--- src/verilog/intc_pkg.sv ---
// constants shared by the interrupt controller files
`default_nettype none
package intc_pkg;

  // ----------------------------------------------------------------
  // source numbering and count
  // ----------------------------------------------------------------
  localparam int NUM_SRC   = 15;
  localparam int NUM_EXT   = 8;
  localparam int SRC_EXT_A = 0;
  localparam int SRC_TMR_A = 1;
  localparam int SRC_EXT_B = 2;
  localparam int SRC_TMR_B = 3;
  localparam int SRC_SER   = 4;
  localparam int SRC_TMR_C = 5;
  localparam int SRC_PFAIL = 6;
  localparam int SRC_XBASE = 7;

  // ----------------------------------------------------------------
  // vector layout
  // ----------------------------------------------------------------
  localparam logic [7:0] VEC_BASE = 8'h03;
  localparam int         VEC_STEP = 8;
  // one unused slot sits between the power-fail and extended vectors
  localparam int         VEC_GAP  = 1;

  // ----------------------------------------------------------------
  // special-register addresses
  // ----------------------------------------------------------------
  localparam logic [7:0] ADDR_POWER_CTRL   = 8'h87;
  localparam logic [7:0] ADDR_TIMER_CTRL   = 8'h88;
  localparam logic [7:0] ADDR_EXT_FLAGS    = 8'h91;
  localparam logic [7:0] ADDR_PFAIL_CTRL   = 8'h93;
  localparam logic [7:0] ADDR_SERIAL_CTRL  = 8'h98;
  localparam logic [7:0] ADDR_STD_ENABLE   = 8'hA8;
  localparam logic [7:0] ADDR_STD_PRIO     = 8'hA9;
  localparam logic [7:0] ADDR_TIMER_C_CTRL = 8'hC8;
  localparam logic [7:0] ADDR_EXT_ENABLE   = 8'hE8;
  localparam logic [7:0] ADDR_EXT_PRIO     = 8'hE9;
  localparam logic [7:0] ADDR_EXT_TRIG     = 8'hEA;

  // ----------------------------------------------------------------
  // field positions
  // ----------------------------------------------------------------
  localparam int POS_IDLE       = 0;
  localparam int POS_PIN_A_TRIG = 0;
  localparam int POS_PIN_A_PEND = 1;
  localparam int POS_PIN_B_TRIG = 2;
  localparam int POS_PIN_B_PEND = 3;
  localparam int POS_TMR_A_OVF  = 5;
  localparam int POS_TMR_B_OVF  = 7;
  localparam int POS_SER_RX     = 0;
  localparam int POS_SER_TX     = 1;
  localparam int POS_TMR_C_EXT  = 6;
  localparam int POS_TMR_C_OVF  = 7;
  localparam int POS_PFAIL_FLAG = 4;
  localparam int POS_PFAIL_EN   = 5;
  localparam int POS_GLOBAL_EN  = 7;

  // implemented bits of the partly owned registers
  localparam logic [7:0] MASK_TIMER_CTRL   = 8'hAF;
  localparam logic [7:0] MASK_SERIAL_CTRL  = 8'h03;
  localparam logic [7:0] MASK_TIMER_C_CTRL = 8'hC0;
  localparam logic [7:0] MASK_PFAIL_CTRL   = 8'h30;
  localparam logic [7:0] MASK_STD_ENABLE   = 8'hBF;

  // extended lines 3,5,7,9 (bits 1,3,5,7) are active low
  localparam logic [7:0] EXT_LOW_ACTIVE = 8'hAA;

  // ----------------------------------------------------------------
  // reset values
  // ----------------------------------------------------------------
  localparam logic [7:0] RST_ZERO      = 8'h00;
  localparam logic [7:0] RST_STD_PRIO  = 8'h80;
  localparam logic [7:0] RST_EXT_FLAGS = 8'h08;
  localparam logic [7:0] RST_EXT_EN    = 8'hF0;
  localparam logic [7:0] RST_EXT_PRIO  = 8'hF0;
  localparam logic [7:0] RST_EXT_TRIG  = 8'hFF;

  // ----------------------------------------------------------------
  // service nesting
  // ----------------------------------------------------------------
  typedef enum {SVC_NONE, SVC_LOW, SVC_HIGH, SVC_HIGH_OVER_LOW} svc_state_t;

endpackage
`default_nettype wire

--- src/verilog/arrival_arbiter.sv ---
// picks the oldest of several pending requests, ties go to the lower index
`default_nettype none
module arrival_arbiter
  import intc_pkg::*;
#(
  parameter int N = NUM_SRC
) (
  input  wire logic         clk,
  input  wire logic         rst_n,
  input  wire logic         ce,
  input  wire logic [N-1:0] pend,
  input  wire logic [N-1:0] cand,
  output logic              win_valid,
  output logic [3:0]        win_idx
);

  // older_q[i][j] set: request i arrived before request j
  logic [N-1:0][N-1:0] older_q;
  logic [N-1:0][N-1:0] older_d;
  logic [N-1:0]        pend_prev_q;
  logic [N-1:0]        pend_prev_d;
  logic [N-1:0]        arrive;
  logic                beaten;

  always_comb begin
    arrive      = pend & ~pend_prev_q;
    pend_prev_d = pend;
    older_d     = older_q;
    for (int i = 0; i < N; i++) begin
      for (int j = 0; j < N; j++) begin
        if (arrive[i] && arrive[j]) begin
          older_d[i][j] = (i < j);
        end else if (arrive[i]) begin
          older_d[i][j] = 1'b0;
          older_d[j][i] = 1'b1;
        end
      end
    end
  end

  always_comb begin
    win_valid = 1'b0;
    win_idx   = 4'h0;
    beaten    = 1'b0;
    // judge on this cycle's order: a request that only just arrived
    // must not win over an older one on stale history
    for (int i = N - 1; i >= 0; i--) begin
      beaten = 1'b0;
      for (int j = 0; j < N; j++) begin
        if (j != i && cand[j] && older_d[j][i]) begin
          beaten = 1'b1;
        end
      end
      if (cand[i] && !beaten) begin
        win_valid = 1'b1;
        win_idx   = 4'(i);
      end
    end
  end

  always_ff @(posedge clk or negedge rst_n) begin
    if (!rst_n) begin
      older_q     <= '0;
      pend_prev_q <= '0;
    end else if (ce) begin
      older_q     <= older_d;
      pend_prev_q <= pend_prev_d;
    end
  end

endmodule
`default_nettype wire

--- src/verilog/mcu_interrupt_controller.sv ---
// two-level interrupt controller with flags, vectors and idle wake-up
//
// Functional notes
// - fifteen sources; software-set flag raises interrupt
// - fixed vector per source, gap before extended
// - running routine only preempted by higher level
// - per-source priority bit, high or low
// - same-level requests served in arrival order
// - same or lower level never nests
// - two active-low pins, own trigger select
// - select 0: low sample sets pending
// - select 1: high then low sets pending
// - lines 2,4,6,8 high; 3,5,7,9 low active
// - trigger-mode bit n: line n+2 edge/level
// - extended lines fixed to peripherals, mode only
// - timers, serial, power-fail are standard sources
// - pin and timer A/B flags auto-clear
// - idle entered at instruction end, output asserted
// - enabled interrupt clears idle, resumes
// - global enable masks all but power-fail
`default_nettype none
module mcu_interrupt_controller
  import intc_pkg::*;
(
  input  wire logic       CORE_CLK,
  input  wire logic       RSTN,
  input  wire logic       CLK_EN,
  input  wire logic [7:0] SFR_ADDR,
  input  wire logic [7:0] SFR_WDATA,
  input  wire logic       SFR_WE,
  input  wire logic       SFR_RE,
  output logic      [7:0] SFR_RDATA,
  input  wire logic       EXT_REQUEST_PIN_A,
  input  wire logic       EXT_REQUEST_PIN_B,
  input  wire logic       SPI_REQUEST_LINE,
  input  wire logic       TWOWIRE_REQUEST_LINE,
  input  wire logic       USB_REQUEST_LINE,
  input  wire logic       RADIO_REQUEST_LINE,
  input  wire logic       SPARE_REQUEST_LINE,
  input  wire logic       PWM_REQUEST_LINE,
  input  wire logic       ADC_REQUEST_LINE,
  input  wire logic       CIPHER_REQUEST_LINE,
  input  wire logic       TIMER_A_OVERFLOW,
  input  wire logic       TIMER_B_OVERFLOW,
  input  wire logic       TIMER_C_OVERFLOW,
  input  wire logic       TIMER_C_EXTERNAL,
  input  wire logic       SERIAL_TRANSMIT_DONE,
  input  wire logic       SERIAL_RECEIVE_DONE,
  input  wire logic       LOW_BATTERY,
  input  wire logic       INSTR_DONE,
  input  wire logic       IRQ_ACK,
  input  wire logic       IRQ_RETURN,
  output logic            IRQ_REQ,
  output logic      [7:0] IRQ_VECTOR,
  output logic            IRQ_LEVEL,
  output logic            IDLE_MODE_N
);

  // ----------------------------------------------------------------
  // reset release
  // ----------------------------------------------------------------
  logic rst_meta_q;
  logic rst_n;

  always_ff @(posedge CORE_CLK or negedge RSTN) begin
    if (!RSTN) begin
      rst_meta_q <= 1'b0;
      rst_n      <= 1'b0;
    end else begin
      rst_meta_q <= 1'b1;
      rst_n      <= rst_meta_q;
    end
  end

  // ----------------------------------------------------------------
  // helpers
  // ----------------------------------------------------------------
  function automatic logic [7:0] vector_of(input logic [3:0] idx);
    int slot;
    slot = (int'(idx) >= SRC_XBASE) ? int'(idx) + VEC_GAP : int'(idx);
    return VEC_BASE + 8'(slot * VEC_STEP);
  endfunction

  function automatic logic wr_hit(input logic [7:0] addr);
    return SFR_WE && (SFR_ADDR == addr);
  endfunction

  // ----------------------------------------------------------------
  // state
  // ----------------------------------------------------------------
  logic [7:0] tctl_q, tctl_d;
  logic [7:0] sctl_q, sctl_d;
  logic [7:0] t2ctl_q, t2ctl_d;
  logic [7:0] pfctl_q, pfctl_d;
  logic [7:0] xflag_q, xflag_d;
  logic [7:0] stden_q, stden_d;
  logic [7:0] stdpr_q, stdpr_d;
  logic [7:0] xen_q, xen_d;
  logic [7:0] xpr_q, xpr_d;
  logic [7:0] extended_trigger_mode_q, extended_trigger_mode_d;
  logic       idle_bit_q, idle_bit_d;
  logic       idle_act_q, idle_act_d;
  logic       pin_a_prev_q, pin_b_prev_q;
  logic [7:0] xline_prev_q;
  logic [7:0] rdata_d;
  logic       req_q, req_d;
  logic [7:0] vec_q, vec_d;
  logic [3:0] src_q, src_d;
  logic       lvl_q, lvl_d;
  svc_state_t svc_q, svc_d;

  logic [7:0]         xline;
  logic [7:0]         xset;
  logic               pin_a_set, pin_b_set;
  logic               take;
  logic [NUM_SRC-1:0] pend, enab, prio, act, cand;
  logic               win_valid;
  logic [3:0]         win_idx;

  // ----------------------------------------------------------------
  // request detection
  // ----------------------------------------------------------------
  always_comb begin
    xline = {CIPHER_REQUEST_LINE, ADC_REQUEST_LINE, PWM_REQUEST_LINE, SPARE_REQUEST_LINE,
             RADIO_REQUEST_LINE, USB_REQUEST_LINE, TWOWIRE_REQUEST_LINE,
             SPI_REQUEST_LINE} ^ EXT_LOW_ACTIVE;
    // edge mode wants an inactive sample right before the active one
    xset = (extended_trigger_mode_q & xline & ~xline_prev_q)
         | (~extended_trigger_mode_q & xline);
    pin_a_set = tctl_q[POS_PIN_A_TRIG] ? (pin_a_prev_q & ~EXT_REQUEST_PIN_A)
                                       : ~EXT_REQUEST_PIN_A;
    pin_b_set = tctl_q[POS_PIN_B_TRIG] ? (pin_b_prev_q & ~EXT_REQUEST_PIN_B)
                                       : ~EXT_REQUEST_PIN_B;
  end

  assign take = IRQ_ACK && req_q;

  // ----------------------------------------------------------------
  // flag and control registers
  // ----------------------------------------------------------------
  // order inside each flag: software write, then hardware clear, then
  // hardware set, so an event in the clearing cycle is kept
  always_comb begin
    tctl_d  = wr_hit(ADDR_TIMER_CTRL) ? (SFR_WDATA & MASK_TIMER_CTRL) : tctl_q;
    sctl_d  = wr_hit(ADDR_SERIAL_CTRL) ? (SFR_WDATA & MASK_SERIAL_CTRL) : sctl_q;
    t2ctl_d = wr_hit(ADDR_TIMER_C_CTRL) ? (SFR_WDATA & MASK_TIMER_C_CTRL) : t2ctl_q;
    pfctl_d = wr_hit(ADDR_PFAIL_CTRL) ? (SFR_WDATA & MASK_PFAIL_CTRL) : pfctl_q;
    xflag_d = wr_hit(ADDR_EXT_FLAGS) ? SFR_WDATA : xflag_q;
    stden_d = wr_hit(ADDR_STD_ENABLE) ? (SFR_WDATA & MASK_STD_ENABLE) : stden_q;
    stdpr_d = wr_hit(ADDR_STD_PRIO) ? SFR_WDATA : stdpr_q;
    xen_d   = wr_hit(ADDR_EXT_ENABLE) ? SFR_WDATA : xen_q;
    xpr_d   = wr_hit(ADDR_EXT_PRIO) ? SFR_WDATA : xpr_q;
    extended_trigger_mode_d = wr_hit(ADDR_EXT_TRIG) ? SFR_WDATA
                                                    : extended_trigger_mode_q;
    if (take) begin
      case (int'(src_q))
        SRC_EXT_A: tctl_d[POS_PIN_A_PEND] = 1'b0;
        SRC_TMR_A: tctl_d[POS_TMR_A_OVF]  = 1'b0;
        SRC_EXT_B: tctl_d[POS_PIN_B_PEND] = 1'b0;
        SRC_TMR_B: tctl_d[POS_TMR_B_OVF]  = 1'b0;
        default: ;
      endcase
    end
    tctl_d[POS_PIN_A_PEND]  = tctl_d[POS_PIN_A_PEND] | pin_a_set;
    tctl_d[POS_PIN_B_PEND]  = tctl_d[POS_PIN_B_PEND] | pin_b_set;
    tctl_d[POS_TMR_A_OVF]   = tctl_d[POS_TMR_A_OVF] | TIMER_A_OVERFLOW;
    tctl_d[POS_TMR_B_OVF]   = tctl_d[POS_TMR_B_OVF] | TIMER_B_OVERFLOW;
    sctl_d[POS_SER_RX]      = sctl_d[POS_SER_RX] | SERIAL_RECEIVE_DONE;
    sctl_d[POS_SER_TX]      = sctl_d[POS_SER_TX] | SERIAL_TRANSMIT_DONE;
    t2ctl_d[POS_TMR_C_OVF]  = t2ctl_d[POS_TMR_C_OVF] | TIMER_C_OVERFLOW;
    t2ctl_d[POS_TMR_C_EXT]  = t2ctl_d[POS_TMR_C_EXT] | TIMER_C_EXTERNAL;
    pfctl_d[POS_PFAIL_FLAG] = pfctl_d[POS_PFAIL_FLAG] | LOW_BATTERY;
    xflag_d                 = xflag_d | xset;
  end

  // ----------------------------------------------------------------
  // source table
  // ----------------------------------------------------------------
  always_comb begin
    pend = {xflag_q,
            pfctl_q[POS_PFAIL_FLAG],
            t2ctl_q[POS_TMR_C_OVF] | t2ctl_q[POS_TMR_C_EXT],
            sctl_q[POS_SER_RX] | sctl_q[POS_SER_TX],
            tctl_q[POS_TMR_B_OVF],
            tctl_q[POS_PIN_B_PEND],
            tctl_q[POS_TMR_A_OVF],
            tctl_q[POS_PIN_A_PEND]};
    enab = {xen_q, pfctl_q[POS_PFAIL_EN], stden_q[SRC_PFAIL-1:0]};
    enab[NUM_SRC-1:0] = enab & {{(NUM_SRC-SRC_PFAIL-1){stden_q[POS_GLOBAL_EN]}}, 1'b1,
                                {SRC_PFAIL{stden_q[POS_GLOBAL_EN]}}};
    prio = {xpr_q, stdpr_q[SRC_PFAIL:0]};
    act  = pend & enab;
  end

  // ----------------------------------------------------------------
  // nesting and arbitration
  // ----------------------------------------------------------------
  // high level wins over low; within a level, oldest arrival first
  always_comb begin
    cand = '0;
    case (svc_q)
      SVC_NONE: cand = (|(act & prio)) ? (act & prio) : (act & ~prio);
      SVC_LOW:  cand = act & prio;
      SVC_HIGH, SVC_HIGH_OVER_LOW: cand = '0;
      default:  cand = '0;
    endcase
  end

  arrival_arbiter #(
    .N (NUM_SRC)
  ) u_arbiter (
    .clk       (CORE_CLK),
    .rst_n     (rst_n),
    .ce        (CLK_EN),
    .pend      (act),
    .cand      (cand),
    .win_valid (win_valid),
    .win_idx   (win_idx)
  );

  always_comb begin
    // drop the request for one cycle after acceptance so a stale
    // vector is not offered twice while the flag is cleared
    req_d = win_valid && !take;
    vec_d = vector_of(win_idx);
    src_d = win_idx;
    lvl_d = prio[win_idx];
    svc_d = svc_q;
    if (take) begin
      case (svc_q)
        SVC_NONE: svc_d = lvl_q ? SVC_HIGH : SVC_LOW;
        SVC_LOW:  svc_d = SVC_HIGH_OVER_LOW;
        default:  svc_d = svc_q;
      endcase
    end else if (IRQ_RETURN) begin
      case (svc_q)
        SVC_HIGH_OVER_LOW: svc_d = SVC_LOW;
        SVC_HIGH, SVC_LOW: svc_d = SVC_NONE;
        default:           svc_d = SVC_NONE;
      endcase
    end
  end

  // ----------------------------------------------------------------
  // idle
  // ----------------------------------------------------------------
  always_comb begin
    idle_bit_d = wr_hit(ADDR_POWER_CTRL) ? SFR_WDATA[POS_IDLE] : idle_bit_q;
    idle_act_d = idle_act_q | (idle_bit_q && INSTR_DONE);
    if (|act) begin
      idle_bit_d = 1'b0;
      idle_act_d = 1'b0;
    end
  end

  // ----------------------------------------------------------------
  // read path
  // ----------------------------------------------------------------
  always_comb begin
    case (SFR_ADDR)
      ADDR_POWER_CTRL:   rdata_d = {7'h00, idle_bit_q};
      ADDR_TIMER_CTRL:   rdata_d = tctl_q;
      ADDR_EXT_FLAGS:    rdata_d = xflag_q;
      ADDR_PFAIL_CTRL:   rdata_d = pfctl_q;
      ADDR_SERIAL_CTRL:  rdata_d = sctl_q;
      ADDR_STD_ENABLE:   rdata_d = stden_q;
      ADDR_STD_PRIO:     rdata_d = stdpr_q;
      ADDR_TIMER_C_CTRL: rdata_d = t2ctl_q;
      ADDR_EXT_ENABLE:   rdata_d = xen_q;
      ADDR_EXT_PRIO:     rdata_d = xpr_q;
      ADDR_EXT_TRIG:     rdata_d = extended_trigger_mode_q;
      default:           rdata_d = RST_ZERO;
    endcase
  end

  // ----------------------------------------------------------------
  // registers
  // ----------------------------------------------------------------
  always_ff @(posedge CORE_CLK or negedge rst_n) begin
    if (!rst_n) begin
      tctl_q                  <= RST_ZERO;
      sctl_q                  <= RST_ZERO;
      t2ctl_q                 <= RST_ZERO;
      pfctl_q                 <= RST_ZERO;
      xflag_q                 <= RST_EXT_FLAGS;
      stden_q                 <= RST_ZERO;
      stdpr_q                 <= RST_STD_PRIO;
      xen_q                   <= RST_EXT_EN;
      xpr_q                   <= RST_EXT_PRIO;
      extended_trigger_mode_q <= RST_EXT_TRIG;
      idle_bit_q              <= 1'b0;
      idle_act_q              <= 1'b0;
      pin_a_prev_q            <= 1'b1;
      pin_b_prev_q            <= 1'b1;
      xline_prev_q            <= RST_ZERO;
      SFR_RDATA               <= RST_ZERO;
      req_q                   <= 1'b0;
      vec_q                   <= RST_ZERO;
      src_q                   <= 4'h0;
      lvl_q                   <= 1'b0;
      svc_q                   <= SVC_NONE;
    end else if (CLK_EN) begin
      tctl_q                  <= tctl_d;
      sctl_q                  <= sctl_d;
      t2ctl_q                 <= t2ctl_d;
      pfctl_q                 <= pfctl_d;
      xflag_q                 <= xflag_d;
      stden_q                 <= stden_d;
      stdpr_q                 <= stdpr_d;
      xen_q                   <= xen_d;
      xpr_q                   <= xpr_d;
      extended_trigger_mode_q <= extended_trigger_mode_d;
      idle_bit_q              <= idle_bit_d;
      idle_act_q              <= idle_act_d;
      pin_a_prev_q            <= EXT_REQUEST_PIN_A;
      pin_b_prev_q            <= EXT_REQUEST_PIN_B;
      xline_prev_q            <= xline;
      if (SFR_RE) begin
        SFR_RDATA <= rdata_d;
      end
      req_q                   <= req_d;
      vec_q                   <= vec_d;
      src_q                   <= src_d;
      lvl_q                   <= lvl_d;
      svc_q                   <= svc_d;
    end
  end

  assign IRQ_REQ     = req_q;
  assign IRQ_VECTOR  = vec_q;
  assign IRQ_LEVEL   = lvl_q;
  assign IDLE_MODE_N = ~idle_act_q;

endmodule
`default_nettype wire

--- config.mk ---
export PLATFORM = sky130hd
export DESIGN_NAME = mcu_interrupt_controller
export DESIGN_NICKNAME = d
export VERILOG_FILES = /design/src/verilog/intc_pkg.sv /design/src/verilog/arrival_arbiter.sv /design/src/verilog/mcu_interrupt_controller.sv
export SDC_FILE = /design/constraint.sdc
export NUM_CORES = 1
export LEC_CHECK = 0
export ABC_AREA = 1
export BUFFER_PORTS_ARGS = -buffer_cell sky130_fd_sc_hd__buf_2
export CAP_MARGIN = 20
export CORE_UTILIZATION = 40
export DETAILED_ROUTE_END_ITERATION = 6
export PLACE_DENSITY = 0.58
export SLEW_MARGIN = 20
export SYNTH_ARGS = -nofsm -noshare
export SYNTH_HDL_FRONTEND = slang
export SYNTH_SLANG_ARGS = --single-unit
--- constraint.sdc ---
create_clock -name CORE_CLK -period 14.6 [get_ports CORE_CLK]
set_clock_uncertainty 0.15 [all_clocks]
set_input_delay 2.19 -clock CORE_CLK [delete_from_list [all_inputs] [get_ports CORE_CLK]]
set_output_delay 2.19 -clock CORE_CLK [all_outputs]
set_load 0.02 [all_outputs]
# Word-level counts from Yosys, hierarchy flattened
# Cells that the tools add are included.
[word_totals] ff_bits=352 latchBits=0 mem_bits_rw=0 rom_bits=0 inputBits=41 out_inout_bits=19 elab_cells=1474 mem_count=0
[classes] add_sub_neg=2 mul=0 div=0 magnitude_cmp=2 n_eq_ne=17 shifts=0 mux=1004 n_bitwise=32 reduce_logical=376
[ops] op="1-bit 2-to-1 mux" count=975
[ops] op="1-bit logical AND" count=344
[ops] op="8-bit == test, second input constant" count=11
[ops] op="8-bit one-hot mux with 11 select lines" count=1
[ops] op="15-bit bitwise AND" count=5
[ops] op="32-bit 2-to-1 mux" count=2
[ops] op="32-bit one-hot mux with 2 select lines" count=1
[ops] op="4-bit 2-to-1 mux" count=15
[ops] op="32-bit by 1-bit == test with 1-bit output, second input constant" count=1
[ops] op="32-bit by 2-bit == test with 1-bit output, second input constant" count=1
[ops] op="32-bit zero test" count=1
[ops] op="15-bit NOT" count=2
[ops] op="15-bit one-hot mux with 2 select lines" count=1
[ops] op="15-bit OR reduction" count=2
[ops] op="8-bit bitwise AND" count=3
[ops] op="8-bit 2-to-1 mux" count=3
[ops] op="2-bit AND reduction" count=9
[ops] op="1-bit zero test" count=16
[ops] op="8-bit NOT" count=2
[ops] op="8-bit bitwise OR" count=2
[ops] op="15-bit 2-to-1 mux" count=1
[ops] op="1-bit bitwise OR" count=12
[ops] op="5-bit 2-to-1 mux" count=2
[ops] op="2-bit by 8-bit adder with 8-bit output, first input constant" count=1
[ops] op="other kinds (14)" count=20

# Longest topological paths before layout
[logic_depth] word_depth=42 depth_mapped=37 ltp_nobuf=35

# Modules after synthesis
# A second synthesis with hierarchy kept.
[hier_totals] hier_cells=2314 hier_area_um2=17200.2
[modules_own_cells] mod="arrival_arbiter" instances=1 cells_per_inst=1564 area_each_um2=11777.5 seq_area_each_um2=5630.4
[modules_own_cells] mod="mcu_interrupt_controller" instances=1 cells_per_inst=750 area_each_um2=5422.7 seq_area_each_um2=2402.3

# Worst setup path before layout
# Ideal clock, no wire load.
[synth_timing] path_type="input to register" start="input SFR_ADDR[7]" end="register xflag_q[4]" setup_time_ps=132 arrival_ps=3696 t_required_ps=14318 slack_ps=10622 stages=8 path_buffers=1 path_cell_list="inv_1 > nor2_1 > nand3_1 > nor3_1 > nand2_1 > clkbuf_1 > a21oi_1 > o21ai_0"
[synth_between] elab_chain_cells=4
[synth_rtl] element="start, declared" line="mcu_interrupt_controller.sv:28" text="input wire logic [7:0] SFR_ADDR,"
[synth_rtl] element="8-bit == test" line="mcu_interrupt_controller.sv:85" text="return SFR_WE && (SFR_ADDR == addr);"
[synth_rtl] element="1-bit logical AND" line="mcu_interrupt_controller.sv:85"
[synth_rtl] element="8-bit 2-to-1 mux" line="mcu_interrupt_controller.sv:148" text="xflag_d = wr_hit(ADDR_EXT_FLAGS) ? SFR_WDATA : xflag_q;"
[synth_rtl] element="8-bit bitwise OR" line="mcu_interrupt_controller.sv:173" text="xflag_d = xflag_d | xset;"
[synth_rtl] element="end signal, assigned" line="mcu_interrupt_controller.sv:307" text="xflag_q <= xflag_d;"
[synth_rtl] element="end, declared" line="mcu_interrupt_controller.sv:95" text="logic [7:0] xflag_q, xflag_d;"
# Every way passes these cells.
# A chain may end at the register's enable or synchronous reset.

# Worst setup path after layout
[layout_timing] start="register stden_q[7]" end="register vec_q[4], in the netlist IRQ_VECTOR[4]"
[layout_between] elab_chain_cells=42 elab_cells_between_ends=1301 classes_between="2 x add/sub; 1 x order compare; 947 x mux; 5 x bitwise; 346 x reduce/logical"
[layout_rtl] element="start, declared" line="mcu_interrupt_controller.sv:96" text="logic [7:0] stden_q, stden_d;"
[layout_rtl] element="start signal, assigned" line="mcu_interrupt_controller.sv:308" text="stden_q <= stden_d;"
[layout_rtl] element="15-bit bitwise AND *" line="mcu_interrupt_controller.sv:189" text="enab[NUM_SRC-1:0] = enab & {{(NUM_SRC-SRC_PFAIL-1){stden_q[POS_GLOBAL_EN]}}, 1'b1,"
[layout_rtl] element="15-bit bitwise AND *" line="mcu_interrupt_controller.sv:192" text="act = pend & enab;"
[layout_rtl] element="parallel branches: the longest is 36 deep, another holds 15-bit bitwise AND"
[layout_rtl] element="4-bit 2-to-1 mux *" line="arrival_arbiter.sv:54" text="if (cand[i] && !beaten) begin"
[layout_rtl] element="net src_d[1]" line="mcu_interrupt_controller.sv:108" text="logic [3:0] src_q, src_d;"
[layout_rtl] element="4-bit by 1-bit adder with 5-bit output / 4-bit by 3-bit >= comparator with 1-bit output (equally long branches)" line="mcu_interrupt_controller.sv:80" text="slot = (int'(idx) >= SRC_XBASE) ? int'(idx) + VEC_GAP : int'(idx);"
[layout_rtl] element="5-bit 2-to-1 mux *" line="mcu_interrupt_controller.sv:80"
[layout_rtl] element="2-bit by 8-bit adder with 8-bit output *" line="mcu_interrupt_controller.sv:81" text="return VEC_BASE + 8'(slot * VEC_STEP);"
[layout_rtl] element="end signal, assigned" line="mcu_interrupt_controller.sv:322" text="vec_q <= vec_d;"
[layout_rtl] element="end, declared" line="mcu_interrupt_controller.sv:107" text="logic [7:0] vec_q, vec_d;"
# Mark *: on every way through the listed nets, which the timed path passes.

==> impl_metrics.env <==
export IMPL_cts_buffers_inserted=38
export IMPL_fin_setup_tns_ns=0
export IMPL_hold_depth=0
export IMPL_synth_xor_area_share=0.0005308
export IMPL_num_io_pins=60
export IMPL_swShare=0.2759
export IMPL_rows=74
export IMPL_tritoncts="yes"
export IMPL_intPower_mw=1.656
export IMPL_synth_edf_count=0
export IMPL_synth_compound_area_frac=0.2047
export IMPL_routedWlPerCell_um=20.21
export IMPL_fin_ws_ns=9.301
export IMPL_core_sq_mm=0.04074
export IMPL_cp_max_fo=18
export IMPL_htreeDepth=2
export IMPL_ys_ff_latch=320
export IMPL_drtIter0Drc=1625
export IMPL_netlist_area_leader_share=0.4550
export IMPL_power_total_mw=2.287
export IMPL_vias=15146
export IMPL_combPwrFrac=0.128
export IMPL_synthCells=2198
export IMPL_top_usage_layer="met2"
export IMPL_die_width_um=205.1
export IMPL_holdBufCountCts=0
export IMPL_worstSetupStartpointType="flop"
export IMPL_syn_area_per_cell_sq_um=7.507
export IMPL_synth_top_family_by_area="simple AND/OR/NAND/NOR gates"
export IMPL_hold_end="rst_n"
export IMPL_path_clk_slew_ns=0.06
export IMPL_syn2layout_area_growth_pct=11.43
export IMPL_drive_gt1_frac=0.08997
export IMPL_fillers=4136
export IMPL_grt_max_degree=162
export IMPL_status="complete, but fails checks"
export IMPL_regArea_sq_mm=0.008036
export IMPL_cp_end_kind="flop"
export IMPL_dp_hpwl_mm=35.60
export IMPL_portBuffers=58
export IMPL_fmax_mhz=188.7
export IMPL_synth_ff_type="dfrtp_1"
export IMPL_drv_slew=0
export IMPL_place_ws_ns=9.507
export IMPL_hold_viol=0
export IMPL_synth_area_leaders="dfrtp_1 (45%), nand2_1 (14%), o21ai_0 (12%)"
export IMPL_rsz0062_at_grt="false"
export IMPL_num_antenna_cells=0
export IMPL_cap_viol_max_count=0
export IMPL_p_clk_frac=0.419
export IMPL_hold_start="rst_meta_q"
export IMPL_r2r_end="IRQ_VECTOR[4]"
export IMPL_grt_first_pass_wirelength_mm=85.37
export IMPL_gp_congestion=0.9178
export IMPL_p_sw_mw=0.6310
export IMPL_yosys_area_share_simple=0.2097
export IMPL_post_route_period_util=0.3629
export IMPL_crit_arrival_ns=5.54
export IMPL_grt_pass1_vias=14016
export IMPL_grt_util_met2=0.4229
export IMPL_yosys_warnings=0
export IMPL_rr_worst_depth=20
export IMPL_violations="design-rule violations"
export IMPL_clock_sinks=320
export IMPL_power_density_mw_per_mm2=124.4
export IMPL_synth_nets=2240
export IMPL_dieHeight_um=205.1
export IMPL_cts_resized=0
export IMPL_reg2reg_from="stden_q[7]"
export IMPL_seq_area_frac_synth=0.4868
export IMPL_met3_usage=0.03484
export IMPL_path_class="flop to flop"
export IMPL_synth_cell_types=52
export IMPL_post_synth_fa_ha_maj_area_fraction=0.0007583
export IMPL_wl_mm=55.91
export IMPL_final_nets=2249
export IMPL_cp_required_ns=14.84
export IMPL_ant_nets=0
export IMPL_grt_usage=0.2692
export IMPL_synth_area_mux_share=0
export IMPL_r2r_slack_ns=9.30
export IMPL_peakVddDrop_mv=0.08814
export IMPL_p_seq_frac=0.453
export IMPL_viasPerCell=5.476
export IMPL_setup_viol=0
export IMPL_post_cts_buffers=0
export IMPL_synth_async_reset_ratio=1.000
export IMPL_min_period_ns=5.299
export IMPL_initial_utilization=0.4050
export IMPL_antenna_found_initial=0
export IMPL_first_pass_iters=7
export IMPL_leakage_nw=8.615
export IMPL_yosysTopAreaCell="dfrtp_1"
export IMPL_die_area_sq_mm=0.04207
export IMPL_grt_overflow_total=0
export IMPL_worstMarginPinSlew_ns=1.087
export IMPL_cts_buffer_depth=3
export IMPL_hold_class="flop to flop"
export IMPL_utilization=0.4513
export IMPL_insertion_delay_ns=0.55
export IMPL_syn_area_sq_mm=0.01650
export IMPL_multiInputGateArea_sq_mm=0.006869
export IMPL_cts_root_buf="clkbuf_16"
export IMPL_met1_usage=0.3744
export IMPL_slew_headroom=0.2730
export IMPL_drc=1
-- power groups by stage --
stage / sequential [mW] / combinational, mW / clock (mW)
final: 1.04 / 0.292 / 0.958
after global routing: 1.05 / 0.336 / 1.00
after CTS: 1.04 / 0.291 / 0.971
after detailed placement: 1.05 / 0.288 / 0
after global placement: 1.05 / 0.282 / 0
after floorplan: 1.05 / 0.207 / 0
-- cells in the final DEF (no fill, tap or decap), types with 5 or more instances in the layout --
master	instances
nor2_1	106
nor2_2	5
dfrtp_1	299
inv_1	283
clkinv_2	10
buf_2	57
nand3_1	56
o211ai_1	8
nor3_1	8
a211oi_1	5
a21oi_1	138
o22ai_1	8
dfstp_2	20
nand2_2	12
a221oi_1	16
a22o_1	13
buf_4	24
inv_2	7
clkbuf_8	5
nand2_1	603
clkbuf_16	39
clkbuf_1	10
nand4_1	26
o21ai_0	406
-- flip-flops by register name, indices dropped and copies added, names as in the netlist, 7 cells and up --
register	count
xpr_q	8
xflag_q	8
xline_prev_q	8
stden_q	7
stdpr_q	8
xen_q	8
extended_trigger_mode_q	8
SFR_RDATA	8
u_arbiter.older_q	210
u_arbiter.pend_prev_q	15
-- cell type report --
type	count	area share
Clock inverter	13	0.007826
Inverter	292	0.05968
Clock buffer	54	0.05886
Tap cell	532	0.03620
Multi-Input combinational cell	1472	0.3736
Timing Repair Buffer	83	0.02674
Sequential cell	320	0.4371
-- kinds of logic (layout without fill, tap and decap cells) --
logic type	count (synthesis)	count (layout)
fa+ha+maj	1	1
compound gates	626	626
buf+inv	406	442
simple gates	842	842
other cells	2	2
flops	320	320
xor+xnor	1	1
-- worst max path at each step --
stage | start | end | slack [ns] | cells past startpoint
final | stden_q[7] | IRQ_VECTOR[4] | 9.30 | 20
after CTS | stden_q[7] | IRQ_VECTOR[4] | 9.44 | 20
after global routing | stden_q[7] | IRQ_VECTOR[4] | 9.01 | 20
after global placement | stden_q[7] | IRQ_VECTOR[4] | 9.71 | 20
after detailed placement | stden_q[7] | IRQ_VECTOR[4] | 9.51 | 20
after floorplan | rst_n | IRQ_LEVEL | 4.91 | 0
-- cell usage after synthesis (2+ instances only) --
master and number:
and2_1 4, o21bai_1 2, nand3_2 2, o21ai_0 406, o21ai_1 4, nand2_1 603
nand4_1 26, buf_1 12, nand2_4 3, o22ai_1 8, nand3b_1 2, a31oi_1 4
inv_1 284, nor3_1 8, nor4_1 4, a21oi_1 138, conb_1 2, buf_2 11
dfrtp_1 300, buf_6 5, a21o_1 3, dfstp_2 20, nand3_1 56, o2111ai_1 4
a221oi_1 16, a22oi_1 3, and3_1 3, buf_4 4, o31ai_1 2, o221ai_1 4
a22o_1 13, o21a_1 2, or2_2 4, nor2_2 4, o211ai_1 8, a211oi_1 5
nand2_2 12, nor2_1 107, inv_2 7, clkbuf_1 81
-- critical path: stages, from the launching register on --
cell and delay, ns:
dfrtp_1 0.75, nand3_1 0.37, nor2_1 0.22, nor2_1 0.07
nand2_1 0.08, nor2_2 0.06, nand2_4 0.16, nand2_1 0.08
nand2_1 0.07, nand2_1 0.55, a211oi_1 0.74, nand4_2 0.46
nand2_1 0.22, inv_1 0.06, nand2_2 0.19, inv_1 0.13
ha_1 0.23, nand2_1 0.11, nand2_1 0.12, a21oi_1 0.20
o21ai_1 0.08
-- stage by stage --
| step | hold slack (ns) | instances | instance area, sq um |
|---|---|---|---|
| after floorplan | 0.1812 | 2198 | 16500 |
| after global placement | 0.1892 | 2699 | 17160 |
| after detailed placement | 0.1928 | 2699 | 17160 |
| after CTS | 0.2043 | 2766 | 18380 |
| after global routing | 0.2273 | 2766 | 18390 |
| final | 0.2023 | 2766 | 18390 |
-- layer usage --
layer	part of all wire	up-vias
li1	-	7150
met1	0.44	7349
met2	0.46	536
met3	0.063	111
met4	0.036	0
met5	0	-
No activity file was read; power rests on OpenSTA's default activity.
